`config.mk`:
```
export PLATFORM = sky130hd
export DESIGN_NAME = rfr_readout
export DESIGN_NICKNAME = d
export VERILOG_FILES = /design/src/rtl/rfr_pkg.sv /design/src/rtl/rfr_readout.sv /design/src/rtl/rfr_mem.sv
export VERILOG_INCLUDE_DIRS = /design/src /design/src/rtl
export SDC_FILE = /design/constraint.sdc
export NUM_CORES = 2
export LEC_CHECK = 0
export BUFFER_PORTS_ARGS = -buffer_cell sky130_fd_sc_hd__buf_2
export CAP_MARGIN = 20
export CORE_MARGIN = 3
export CORE_UTILIZATION = 40
export DETAILED_ROUTE_END_ITERATION = 10
export PLACE_DENSITY = 0.6
export SYNTH_ARGS = -nofsm -noshare
export SYNTH_HDL_FRONTEND = slang
export SYNTH_SLANG_ARGS = --single-unit
```
`constraint.sdc`:
```
create_clock -name i_mclk -period 6.1 [get_ports i_mclk]
set_input_delay 0.61 -clock i_mclk [delete_from_list [all_inputs] [get_ports i_mclk]]
set_output_delay 0.61 -clock i_mclk [all_outputs]
set_load 0.05 [all_outputs]
```
`src/rtl/rfr_map.svh`:
```
// Purpose: addresses, field codes and reset values of the rate FIFO read-out
// Assumes: included by its bare name
// Notes:   definitions only
`ifndef RFR_MAP_SVH
`define RFR_MAP_SVH

`define RFR_OUT_FIRST   6'h28
`define RFR_OUT_LAST    6'h2D
`define RFR_FIFO_DEPTH  32
`define RFR_MODE_BYPASS 3'h0
`define RFR_MODE_FIFO   3'h1
`define RFR_MODE_STREAM 3'h2
`define RFR_MODE_S2F    3'h3
`define RFR_MODE_B2S    3'h4
`define RFR_OUT_RST     48'h0
`define RFR_UNMAPPED    8'h00

`endif

```
`src/rtl/rfr_pkg.sv`:
```
// Purpose: shared types of the rate FIFO read-out
// Assumes: nothing
// Notes:   x sits in the low bits so byte 0 of a set is x low
package rfr_pkg;

   typedef struct packed
   {
      logic [15:0] z;
      logic [15:0] y;
      logic [15:0] x;
   } rfr_sample_t;

   typedef enum logic {PH_CMD, PH_DATA} rfr_phase_t;

endpackage

```
`src/rtl/rfr_readout.sv`:
```
// Purpose: read-out path of an angular-rate sample FIFO over SPI mode 3
// Assumes: cs, sclk, mosi asynchronous to i_mclk (sclk at most mclk/8);
//          sample strobe, mode, trigger and watermark on i_mclk;
//          DEPTH is a power of two
// Notes:   command byte: bit7 read, bit6 auto-increment, bits5:0 address
// Overview of operation
// enabled FIFO in a non-bypass mode shows its oldest set in 0x28..0x2D
// each set read shifts out output bytes, pops one slot, reloads outputs
// thirty two set reads drain a full FIFO; empty reads repeat last set
// single-byte, six-byte or long burst reads all pop identically
// burst address increments and wraps from 0x2D back to 0x28
// host should drain all slots in one burst within one sample period
// I2C host budgets 29 clocks overhead plus 9 clocks per byte
// host picks sample rate under 57 Hz at 100 kHz, 228 Hz at 400 kHz
// fill count rises per stored sample, falls per completed set read
// stream operation flags overflow when full and overwrites oldest
// enabled FIFO with bypass mode freezes the output registers
// a slot is popped only once the last byte of a set is read
// a sample arriving mid-set stays hidden until the set is finished
`timescale 1ns/100ps
`default_nettype none
`include "rfr_map.svh"
module rfr_readout
#(
   parameter int DEPTH = `RFR_FIFO_DEPTH,
   localparam int AW   = $clog2(DEPTH)
)
(
   input  wire logic                 i_mclk,
   input  wire logic                 i_rst_n,
   input  wire logic                 i_cs_n,
   input  wire logic                 i_sclk,
   input  wire logic                 i_mosi,
   output var  logic                 o_miso,
   output var  logic                 o_miso_oe,
   input  wire logic                 i_sample_valid,
   input  wire rfr_pkg::rfr_sample_t i_sample,
   output var  logic                 o_sample_ready,
   input  wire logic                 i_fifo_enable,
   input  wire logic [2:0]           i_fifo_mode,
   input  wire logic                 i_trigger,
   input  wire logic [4:0]           i_watermark_level,
   output var  logic [AW:0]          o_fifo_fill_count,
   output var  logic                 o_overflow_flag,
   output var  logic                 o_watermark_flag
);

   localparam logic [AW:0] FULL_CNT = (AW+1)'(DEPTH);

   // serial port, sampled on i_mclk
   logic [1:0]          cs_sy_reg;
   logic [2:0]          sclk_sy_reg;
   logic [1:0]          mosi_sy_reg;
   rfr_pkg::rfr_phase_t phase_reg;
   logic [2:0]          bit_cnt_reg;
   logic [6:0]          rx_reg;
   logic                rd_reg;
   logic                inc_reg;
   logic [5:0]          addr_reg;
   logic [7:0]          tx_reg;
   logic                miso_reg;
   logic                oe_reg;

   always_ff @(posedge i_mclk or negedge i_rst_n)
   begin
      if (!i_rst_n)
      begin
         cs_sy_reg   <= 2'h3;
         sclk_sy_reg <= 3'h7;
         mosi_sy_reg <= 2'h0;
      end
      else
      begin
         cs_sy_reg   <= {cs_sy_reg[0], i_cs_n};
         sclk_sy_reg <= {sclk_sy_reg[1:0], i_sclk};
         mosi_sy_reg <= {mosi_sy_reg[0], i_mosi};
      end
   end

   wire       sel      = ~cs_sy_reg[1];
   wire       rise     = sclk_sy_reg[1] & ~sclk_sy_reg[2];
   wire       fall     = ~sclk_sy_reg[1] & sclk_sy_reg[2];
   wire       last_bit = sel & rise & (bit_cnt_reg == 3'h7);
   wire       in_data  = phase_reg == rfr_pkg::PH_DATA;
   wire       cmd_done = last_bit & ~in_data;
   wire       byte_done = last_bit & in_data & rd_reg;
   wire       at_last  = addr_reg == `RFR_OUT_LAST;
   wire       in_block = (addr_reg >= `RFR_OUT_FIRST) & ~(addr_reg > `RFR_OUT_LAST);
   wire [5:0] off      = addr_reg - `RFR_OUT_FIRST;
   wire [5:0] addr_next = ~inc_reg ? addr_reg :
                          at_last  ? `RFR_OUT_FIRST :
                          addr_reg + 6'h01;
   wire       tx_load  = sel & fall & in_data & rd_reg & (bit_cnt_reg == 3'h0);
   wire       tx_shift = sel & fall & in_data & rd_reg;
   logic [47:0] out_bits;
   wire [7:0] rd_byte  = in_block ? out_bits[{off[2:0], 3'h0} +: 8]
                                  : `RFR_UNMAPPED;

   always_ff @(posedge i_mclk or negedge i_rst_n)
   begin
      if (!i_rst_n)
      begin
         phase_reg   <= rfr_pkg::PH_CMD;
         bit_cnt_reg <= 3'h0;
         rx_reg      <= 7'h00;
         rd_reg      <= 1'b0;
         inc_reg     <= 1'b0;
         addr_reg    <= 6'h00;
      end
      else if (!sel)
      begin
         phase_reg   <= rfr_pkg::PH_CMD;
         bit_cnt_reg <= 3'h0;
      end
      else if (rise)
      begin
         rx_reg      <= {rx_reg[5:0], mosi_sy_reg[1]};
         bit_cnt_reg <= bit_cnt_reg + 3'h1;
         case (phase_reg)
            rfr_pkg::PH_CMD:
               if (cmd_done)
               begin
                  phase_reg <= rfr_pkg::PH_DATA;
                  rd_reg    <= rx_reg[6];
                  inc_reg   <= rx_reg[5];
                  addr_reg  <= {rx_reg[4:0], mosi_sy_reg[1]};
               end
            rfr_pkg::PH_DATA:
               if (byte_done)
                  addr_reg <= addr_next;
            default:
               phase_reg <= rfr_pkg::PH_CMD;
         endcase
      end
   end

   // byte is fetched at its first falling edge, late enough to see a reload
   always_ff @(posedge i_mclk or negedge i_rst_n)
   begin
      if (!i_rst_n)
      begin
         tx_reg   <= 8'h00;
         miso_reg <= 1'b0;
         oe_reg   <= 1'b0;
      end
      else
      begin
         oe_reg <= sel & in_data & rd_reg;
         if (tx_shift)
         begin
            miso_reg <= tx_load ? rd_byte[7] : tx_reg[7];
            tx_reg   <= {(tx_load ? rd_byte[6:0] : tx_reg[6:0]), 1'b0};
         end
      end
   end

   assign o_miso    = miso_reg;
   assign o_miso_oe = oe_reg;

   // two-entry input buffer
   rfr_pkg::rfr_sample_t buf0_reg;
   rfr_pkg::rfr_sample_t buf1_reg;
   logic [1:0]           bcnt_reg;
   logic                 ready_reg;
   logic                 take;

   wire       in_acc    = i_sample_valid & ready_reg;
   wire       buf_valid = bcnt_reg != 2'h0;
   wire [1:0] bcnt_next = bcnt_reg + {1'b0, in_acc} - {1'b0, take};
   wire rfr_pkg::rfr_sample_t buf0_next =
      (take & (bcnt_reg == 2'h2)) ? buf1_reg :
      (in_acc & ((bcnt_reg == 2'h0) | take)) ? i_sample : buf0_reg;
   wire rfr_pkg::rfr_sample_t buf1_next =
      (in_acc & (bcnt_reg == 2'h1) & ~take) ? i_sample : buf1_reg;

   always_ff @(posedge i_mclk or negedge i_rst_n)
   begin
      if (!i_rst_n)
      begin
         buf0_reg  <= `RFR_OUT_RST;
         buf1_reg  <= `RFR_OUT_RST;
         bcnt_reg  <= 2'h0;
         ready_reg <= 1'b0;
      end
      else
      begin
         buf0_reg  <= buf0_next;
         buf1_reg  <= buf1_next;
         bcnt_reg  <= bcnt_next;
         ready_reg <= bcnt_next != 2'h2;
      end
   end

   assign o_sample_ready = ready_reg;

   // FIFO control
   logic [AW:0]          count_reg;
   logic [AW-1:0]        rd_ptr_reg;
   logic [AW-1:0]        wr_ptr_reg;
   logic                 ovf_reg;
   logic                 partial_reg;
   logic                 stale_reg;
   logic                 wm_reg;
   rfr_pkg::rfr_sample_t out_reg;
   logic [47:0]          mem_q;

   wire md_fifo   = i_fifo_mode == `RFR_MODE_FIFO;
   wire md_stream = i_fifo_mode == `RFR_MODE_STREAM;
   wire md_s2f    = i_fifo_mode == `RFR_MODE_S2F;
   wire md_b2s    = i_fifo_mode == `RFR_MODE_B2S;
   wire fifo_active = i_fifo_enable & (i_fifo_mode != `RFR_MODE_BYPASS);
   wire en_byp    = i_fifo_enable & ~fifo_active;
   wire s2f_hit   = md_s2f & i_trigger & ovf_reg;
   wire stream_eff = i_fifo_enable &
                     (md_stream | (md_s2f & ~s2f_hit) | (md_b2s & i_trigger));
   wire fifo_eff  = i_fifo_enable & (md_fifo | s2f_hit);
   wire live      = ~i_fifo_enable;
   wire full      = count_reg == FULL_CNT;
   wire pop       = byte_done & at_last & fifo_active & (count_reg != '0);
   assign take    = buf_valid & ~pop & ~(live & partial_reg);
   wire push      = take & (stream_eff | (fifo_eff & ~full));
   wire drop_old  = push & full;
   wire load_fifo = fifo_active & ~partial_reg & ~stale_reg &
                    (count_reg != '0);
   wire load_live = live & take & ~partial_reg;
   wire [AW:0] count_next = count_reg + (AW+1)'(push & ~full) -
                            (AW+1)'(pop);
   wire rfr_pkg::rfr_sample_t out_next =
      load_fifo ? rfr_pkg::rfr_sample_t'(mem_q) :
      load_live ? buf0_reg : out_reg;
   wire partial_next = byte_done ? (in_block & ~at_last) : partial_reg;

   always_ff @(posedge i_mclk or negedge i_rst_n)
   begin
      if (!i_rst_n)
      begin
         count_reg  <= '0;
         rd_ptr_reg <= '0;
         wr_ptr_reg <= '0;
         ovf_reg    <= 1'b0;
      end
      else if (!fifo_active)
      begin
         count_reg  <= '0;
         rd_ptr_reg <= '0;
         wr_ptr_reg <= '0;
         ovf_reg    <= 1'b0;
      end
      else
      begin
         count_reg  <= count_next;
         rd_ptr_reg <= rd_ptr_reg + AW'(pop | drop_old);
         wr_ptr_reg <= wr_ptr_reg + AW'(push);
         ovf_reg    <= full | (ovf_reg & ~pop);
      end
   end

   // partial_reg holds the set steady between its first and last byte
   always_ff @(posedge i_mclk or negedge i_rst_n)
   begin
      if (!i_rst_n)
      begin
         partial_reg <= 1'b0;
         stale_reg   <= 1'b0;
         wm_reg      <= 1'b0;
         out_reg     <= `RFR_OUT_RST;
      end
      else
      begin
         partial_reg <= partial_next;
         stale_reg   <= pop | push;
         wm_reg      <= count_next > {1'b0, i_watermark_level};
         out_reg     <= out_next;
      end
   end

   assign out_bits          = out_reg;
   assign o_fifo_fill_count = count_reg;
   assign o_overflow_flag   = ovf_reg;
   assign o_watermark_flag  = wm_reg;

   rfr_mem
   #(
      .WIDTH ($bits(rfr_pkg::rfr_sample_t)),
      .DEPTH (DEPTH)
   )
   u_mem
   (
      .i_mclk  (i_mclk),
      .i_rst_n (i_rst_n),
      .i_we    (push),
      .i_waddr (wr_ptr_reg),
      .i_wdata (buf0_reg),
      .i_raddr (rd_ptr_reg),
      .o_rdata (mem_q)
   );
endmodule
`default_nettype wire

```
`src/rtl/rfr_mem.sv`:
```
// Purpose: sample storage, one write port, one registered read port
// Assumes: single clock
// Notes:   a write and a read of the same slot returns the old word
`timescale 1ns/100ps
`default_nettype none
module rfr_mem
#(
   parameter int WIDTH = 48,
   parameter int DEPTH = 32,
   parameter int AW    = $clog2(DEPTH)
)
(
   input  wire logic             i_mclk,
   input  wire logic             i_rst_n,
   input  wire logic             i_we,
   input  wire logic [AW-1:0]    i_waddr,
   input  wire logic [WIDTH-1:0] i_wdata,
   input  wire logic [AW-1:0]    i_raddr,
   output var  logic [WIDTH-1:0] o_rdata
);

   logic [WIDTH-1:0] mem_reg [DEPTH];

   always_ff @(posedge i_mclk)
   begin
      if (i_we)
         mem_reg[i_waddr] <= i_wdata;
   end

   always_ff @(posedge i_mclk or negedge i_rst_n)
   begin
      if (!i_rst_n)
         o_rdata <= '0;
      else
         o_rdata <= mem_reg[i_raddr];
   end

endmodule
`default_nettype wire

```
## Word level (Yosys, flattened, before mapping)

Memory sizes are Yosys's and may differ from the RTL's. A register that Yosys moved wholly into a read port is not among the register bits.
Index checks and enable logic that the tools add are counted.

- Memories kept: 1
- Register bits after elaboration: 202
- Bits in writable memories: 1536
- Input port bits: 64
- Logic and storage cells: 159

- Order comparisons: 3
- Bitwise gates (word level): 66
- Reductions and logical operators: 12
- Equal/unequal tests: 13
- Add/sub/neg operators: 9
- Shifts and indexed selects: 1
- Mux-type cells: 24

Memory list:

| name | depth | bits a word | rd ports | clocked after memory_dff | wr ports | RTL line | text |
|---|---|---|---|---|---|---|---|
| u_mem.mem_reg | 32 | 48 | 1 | 1 | 1 | rfr_mem.sv:22 | `logic [WIDTH-1:0] mem_reg [DEPTH];` |

Operators with widths:

| operator | number |
|---|---|
| 2-to-1 mux 48 bit | 4 |
| indexed part select 48 x 7 -> 8 bit | 1 |
| bitwise AND 1 bit | 42 |
| 2-to-1 mux 6 bit | 5 |
| NOT 1 bit | 14 |
| == test 6 bit (second input constant) | 2 |
| one-hot mux 6 bit (2 select lines) | 1 |
| adder 5 x 1 -> 5 bit | 2 |
| 2-to-1 mux 5 bit | 2 |
| 2-to-1 mux 1 bit | 8 |
| 2-to-1 mux 8 bit | 1 |
| bitwise OR 1 bit | 8 |
| nonzero test 2 bit | 4 |
| 2-to-1 mux 7 bit | 1 |
| adder 6 x 1 -> 6 bit (second input constant) | 1 |
| adder 6 bit | 1 |
| bitwise AND 1 x 6 -> 6 bit | 1 |
| == test 3 x 2 -> 1 bit (second input constant) | 2 |
| == test 3 bit (second input constant) | 2 |
| greater-or-equal comparator 6 bit (second input constant) | 1 |
| greater-than comparator 6 x 5 -> 1 bit | 1 |
| greater-than comparator 6 bit (second input constant) | 1 |
| 2-to-1 mux 3 bit | 2 |
| NOT 1 -> 6 bit | 1 |
| 18 further kinds | 20 |

## Longest topological paths before layout

- Depth after elaboration: 17
- Depth in mapped cells: 19

## By module

A second synthesis with hierarchy kept.

- Cell total of the unflattened synthesis: 4322
- Area total of the unflattened synthesis: 70502.6 um2

By module, submodules not included:

| module | area each (um2) | times used | seq. area each (um2) | cells an instance |
|---|---|---|---|---|
| rfr_mem | 60963.5 | 1 | 47325.4 | 3364 |
| rfr_readout | 9539.1 | 1 | 5061.1 | 958 |

## Worst setup path after synthesis

Ideal clock, no wire load.

- Kind: register -> register
- Start point: reg count_reg[2], in the netlist o_fifo_fill_count[2]
- End point: mem u_mem.mem_reg[2][0] (enable)
- Arrival: 5.337 ns
- Cell stages (with the launch flop): 9
- Path buffers: 1
- Setup time: 0.513 ns
- Setup slack: 0.250 ns
- Cells stage by stage: dfrtp_1 inv_1 ha_1 nand4bb_1 o21ai_0 a221oi_1 nand2_1 clkbuf_1 nor3_1

- Cells in the longest elaborated chain, start to end: 8

Ends and longest elaborated chain:

| element | RTL line | text |
|---|---|---|
| start: declaration | rfr_readout.sv:197 | `logic [AW:0] count_reg;` |
| start signal: assignment | rfr_readout.sv:251 | `count_reg <= count_next;` |
| nonzero test 6 bit | rfr_readout.sv:219 | `wire pop = byte_done & at_last & fifo_active & (count_reg != '0);` |
| bitwise AND 1 bit | rfr_readout.sv:219 |  |
| NOT 1 bit | rfr_readout.sv:220 | `assign take = buf_valid & ~pop & ~(live & partial_reg);` |
| bitwise AND 1 bit (2 in series) | rfr_readout.sv:220 |  |
| bitwise AND 1 bit * | rfr_readout.sv:221 | `wire push = take & (stream_eff \| (fifo_eff & ~full));` |
| 2-to-1 mux 1 bit * | rfr_mem.sv:26 | `if (i_we)` |
| 2-to-1 mux 1 bit (implied by the code) * | rfr_mem.sv:27 | `mem_reg[i_waddr] <= i_wdata;` |
| end: declaration | rfr_mem.sv:22 |  |

Mark *: on every way between the ends. The rest lies on a longest branch, timed or not.

## Final worst setup path

- Start point: reg addr_reg[1]
- End point: mem u_mem.mem_reg[18][5] (enable)

- Cells in the longest elaborated chain, start to end: 10

Ends and longest elaborated chain:

| element | RTL line | text |
|---|---|---|
| start: declaration | rfr_readout.sv:59 | `logic [5:0] addr_reg;` |
| start signal: assignment | rfr_readout.sv:126 | `addr_reg <= {rx_reg[4:0], mosi_sy_reg[1]};` |
| start signal: assignment | rfr_readout.sv:130 | `addr_reg <= addr_next;` |
| == test 6 bit (no source line) | - |  |
| bitwise AND 1 bit (3 in series) | rfr_readout.sv:219 |  |
| NOT 1 bit | rfr_readout.sv:220 |  |
| bitwise AND 1 bit (2 in series) | rfr_readout.sv:220 |  |
| bitwise AND 1 bit | rfr_readout.sv:221 |  |
| 2-to-1 mux 1 bit | rfr_mem.sv:26 |  |
| 2-to-1 mux 1 bit (implied by the code) | rfr_mem.sv:27 |  |

No other way between the ends.

==> impl_results.md <==
* Final WL at 164 mm
* Post-Syn Area at between 60000 and 70000 µm²
* First-pass GRT wire length at about 240 mm
* Area Growth Syn to Fin at 15.3%
* Ys async rst share at 0.140
* Peak VDD IR at roughly 0.23 mV
* Period minus WS final at 4.31 ns
* Sum Neg Setup Slack at 0 ns
* Peak Freq at approximately 230 MHz
* Share of post-route cells with drive strength above 1 at 0.310
* Yosys top cell by area: edfxtp_1
* Synth warnings at 0
* Syn_area_per_cell at ~22 µm²
* Gr ovfl total at 0
* Top post-synthesis cells by area: edfxtp_1, mux4_2, dfrtp_1
* Power share of the combinational group at 0.129
* Unique masters post-synth at between 50 and 60
* Final Hold Fails at 0
* Number of global-route vias before repair at about 33000
* Net Sw Frac at 0.256
* Placement Rows at ~150
* Startpoint Class: flop
* Antenna violations before repair at 4
* RD Place Congestion at between 0.7 and 0.8
* Clock power frac at 0.352
* Full die area at 177000 µm²
* Sink Count at around 1800
* Fin area at roughly 79000 µm²
* Least-Margin Pin Slew at around 1.1 ns
* GRT Resource Usage Total at 0.188
* WL per Instance at ~28 µm
* Worst setup path category: flop to flop
* Worst-path fanout max at 48
* Total CTS buffers at 180
* MaxCap Viol Count at 0
* Max_slew headroom at 0.261
* Post-synth EDFFs at between 1500 and 2000
* Slowest cell delay on critical path at just under 0.9 ns
* Core area at between 150000 and 200000 µm²
* Ports at 75
* CP Cell Sequence: inv_1, ha_1, nand2_1, nor2_1, a31oi_1, nand2_1, buf_16, buf_4, nor3_2, buf_4
* Finished Core Util at 0.466
* Status: complete, no violations
* Starting Density at 0.404
* DRT iter0 DRCs at approximately 3600
* CP required at roughly 6.5 ns
* P per Cell Area at roughly 400 nW/µm²
* Worst skew pair latency at 0.81 ns
* Cells after Synth at between 3000 and 4000
* DRC viols at 0
* Tcrit/Tclk final at 0.707
* Area occupied by multi-input gates at about 16000 µm²
* I/O Buffers at between 70 and 80
* Largest net degree at the start of global routing at 121
* Crit path DAT at 4.72 ns
* RSZ-0062 raised after global routing: no
* Top FF cell, synth: edfxtp_1
* Synth Register Bits at about 1800
* Syn nets at between 3000 and 4000
* Die Ht at roughly 420 µm
* Clk_skew at around 0.023 ns
* Fillers at roughly 14000
* Clk buf depth at 3
* Max stage delay cell, worst path: buf_4
* Clock Root Buffer: clkbuf_16
* Reg clk slew, reported paths at 0.06 ns
* Leakage at about 26 nW
* Endpoints failing setup at 0
* Routed Antenna Nets at 0
* Hold Path Class: input port to flop
* Vias at approximately 33000
* Top cell type's share of synthesized area at 0.670
* Post-CTS Resized at 0
* Sequential Area at around 52000 µm²
* Placed Area at between 70000 and 80000 µm²
* First-pass DRT Iterations at 5
* Pwr Total at 31.6 mW
* Final Net Count at ~3500
* Max reg flops at about 1500
* Seq/Total Area, Yosys at 0.761
* Post-CTS Setup Bufs at 0
* HPWL after detailed placement at approximately 85 mm
* CTS tree: yes
* Switch Pwr at ~8.1 mW
* Routed vias/inst at roughly 5.6
* Htree depth at 4
* Sequential share of power at 0.520
* Synth top cells by count: edfxtp_1, mux4_2, dfrtp_1, nand2_1, clkbuf_1
* Int Pwr at about 23 mW
* Critical path endpoint category: flop
* Max-slew violations at 0
* Most common cell in the netlist: edfxtp_1
* Die Wd at about 420 µm
## worst max-delay path, delay by kind of cell (launching register included)
kind            cells  cell delay, ns
compound gates      1            0.46
fa+ha+maj           1            0.29
buf+inv             4            1.61
flops               1            0.69
simple gates        4            0.82
## worst paths after layout
check | start | slack [ns] | depth (start not counted) | end
max in group asynchronous | i_rst_n | 4.20 | 3 | buf1_reg[2]
setup / recovery | addr_reg[1] | 1.79 | 10 | u_mem.mem_reg[18][5]
hold / removal | i_sample[21] | 0.07 | 2 | buf1_reg[21]
setup reg to reg | addr_reg[1] | 1.79 | 10 | u_mem.mem_reg[18][5]
min in group asynchronous | i_rst_n | 0.46 | 2 | buf0_reg[28]
hold reg to reg | sclk_sy_reg[0] | 0.36 | 0 | sclk_sy_reg[1]
## kinds of logic (layout without fill, tap and decap cells)
kind of cell | Yosys count | after routing | synth area share
flops | 1786 | 1786 | 0.761
simple gates | 278 | 278 | 0.0180
mux | 652 | 652 | 0.185
other cells | 0 | 2 | 0
fa+ha+maj | 28 | 28 | 0.00520
compound gates | 168 | 168 | 0.0152
buf+inv | 203 | 617 | 0.0132
xor+xnor | 13 | 13 | 0.00165
## through the flow
stage	instances	setup slack, ns	hold WS [ns]
final	5839	1.79	0.0696
after global placement	5444	1.53	0.343
after global routing	5838	1.57	0.0177
after floorplan	3128	0.250	0.314
after CTS	5825	1.87	0.000311
after detailed placement	5447	1.91	0.342
## power groups by stage
| stage | combinational (mW) | sequential (mW) | clock, mW |
|---|---|---|---|
| after global placement | 3.36 | 17.0 | 0 |
| final | 4.06 | 16.4 | 11.1 |
| after floorplan | 1.83 | 16.9 | 0 |
| after CTS | 3.55 | 16.8 | 11.3 |
| after detailed placement | 3.52 | 17.0 | 0 |
| after global routing | 4.43 | 16.6 | 11.8 |
## final cells by class
cell class,count,share of cell area
inverter,34,0.00161
timing repair buffer,244,0.0280
clock buffer,256,0.0633
clock inverter,83,0.0123
multi-input combinational,1139,0.198
tap,2295,0.0362
sequential,1786,0.660
antenna,2,0.0000631
## layout by cell type (no fill, tap or decap), types with 73 or more instances in the layout
master / instances
a21oi_1: 78
buf_2: 73
buf_4: 101
clkbuf_16: 182
dfrtp_1: 240
edfxtp_1: 1536
mux2_2: 86
mux4_2: 488
nand2_1: 106
nor2_1: 85
## what timing repair did
item,in CTS,in global routing
endpoints found under the hold margin,114,0
setup endpoints to repair,0,0
hold buffers,39,0
## per-layer routing
layer,up-vias,wire length [µm],track usage
li1,13500,-,-
met1,17700,70700,0.273
met2,1243,78400,0.294
met3,255,11400,0.0354
met4,0,3390,0.0474
met5,-,0,0
Power figures use the tool's default switching activity.
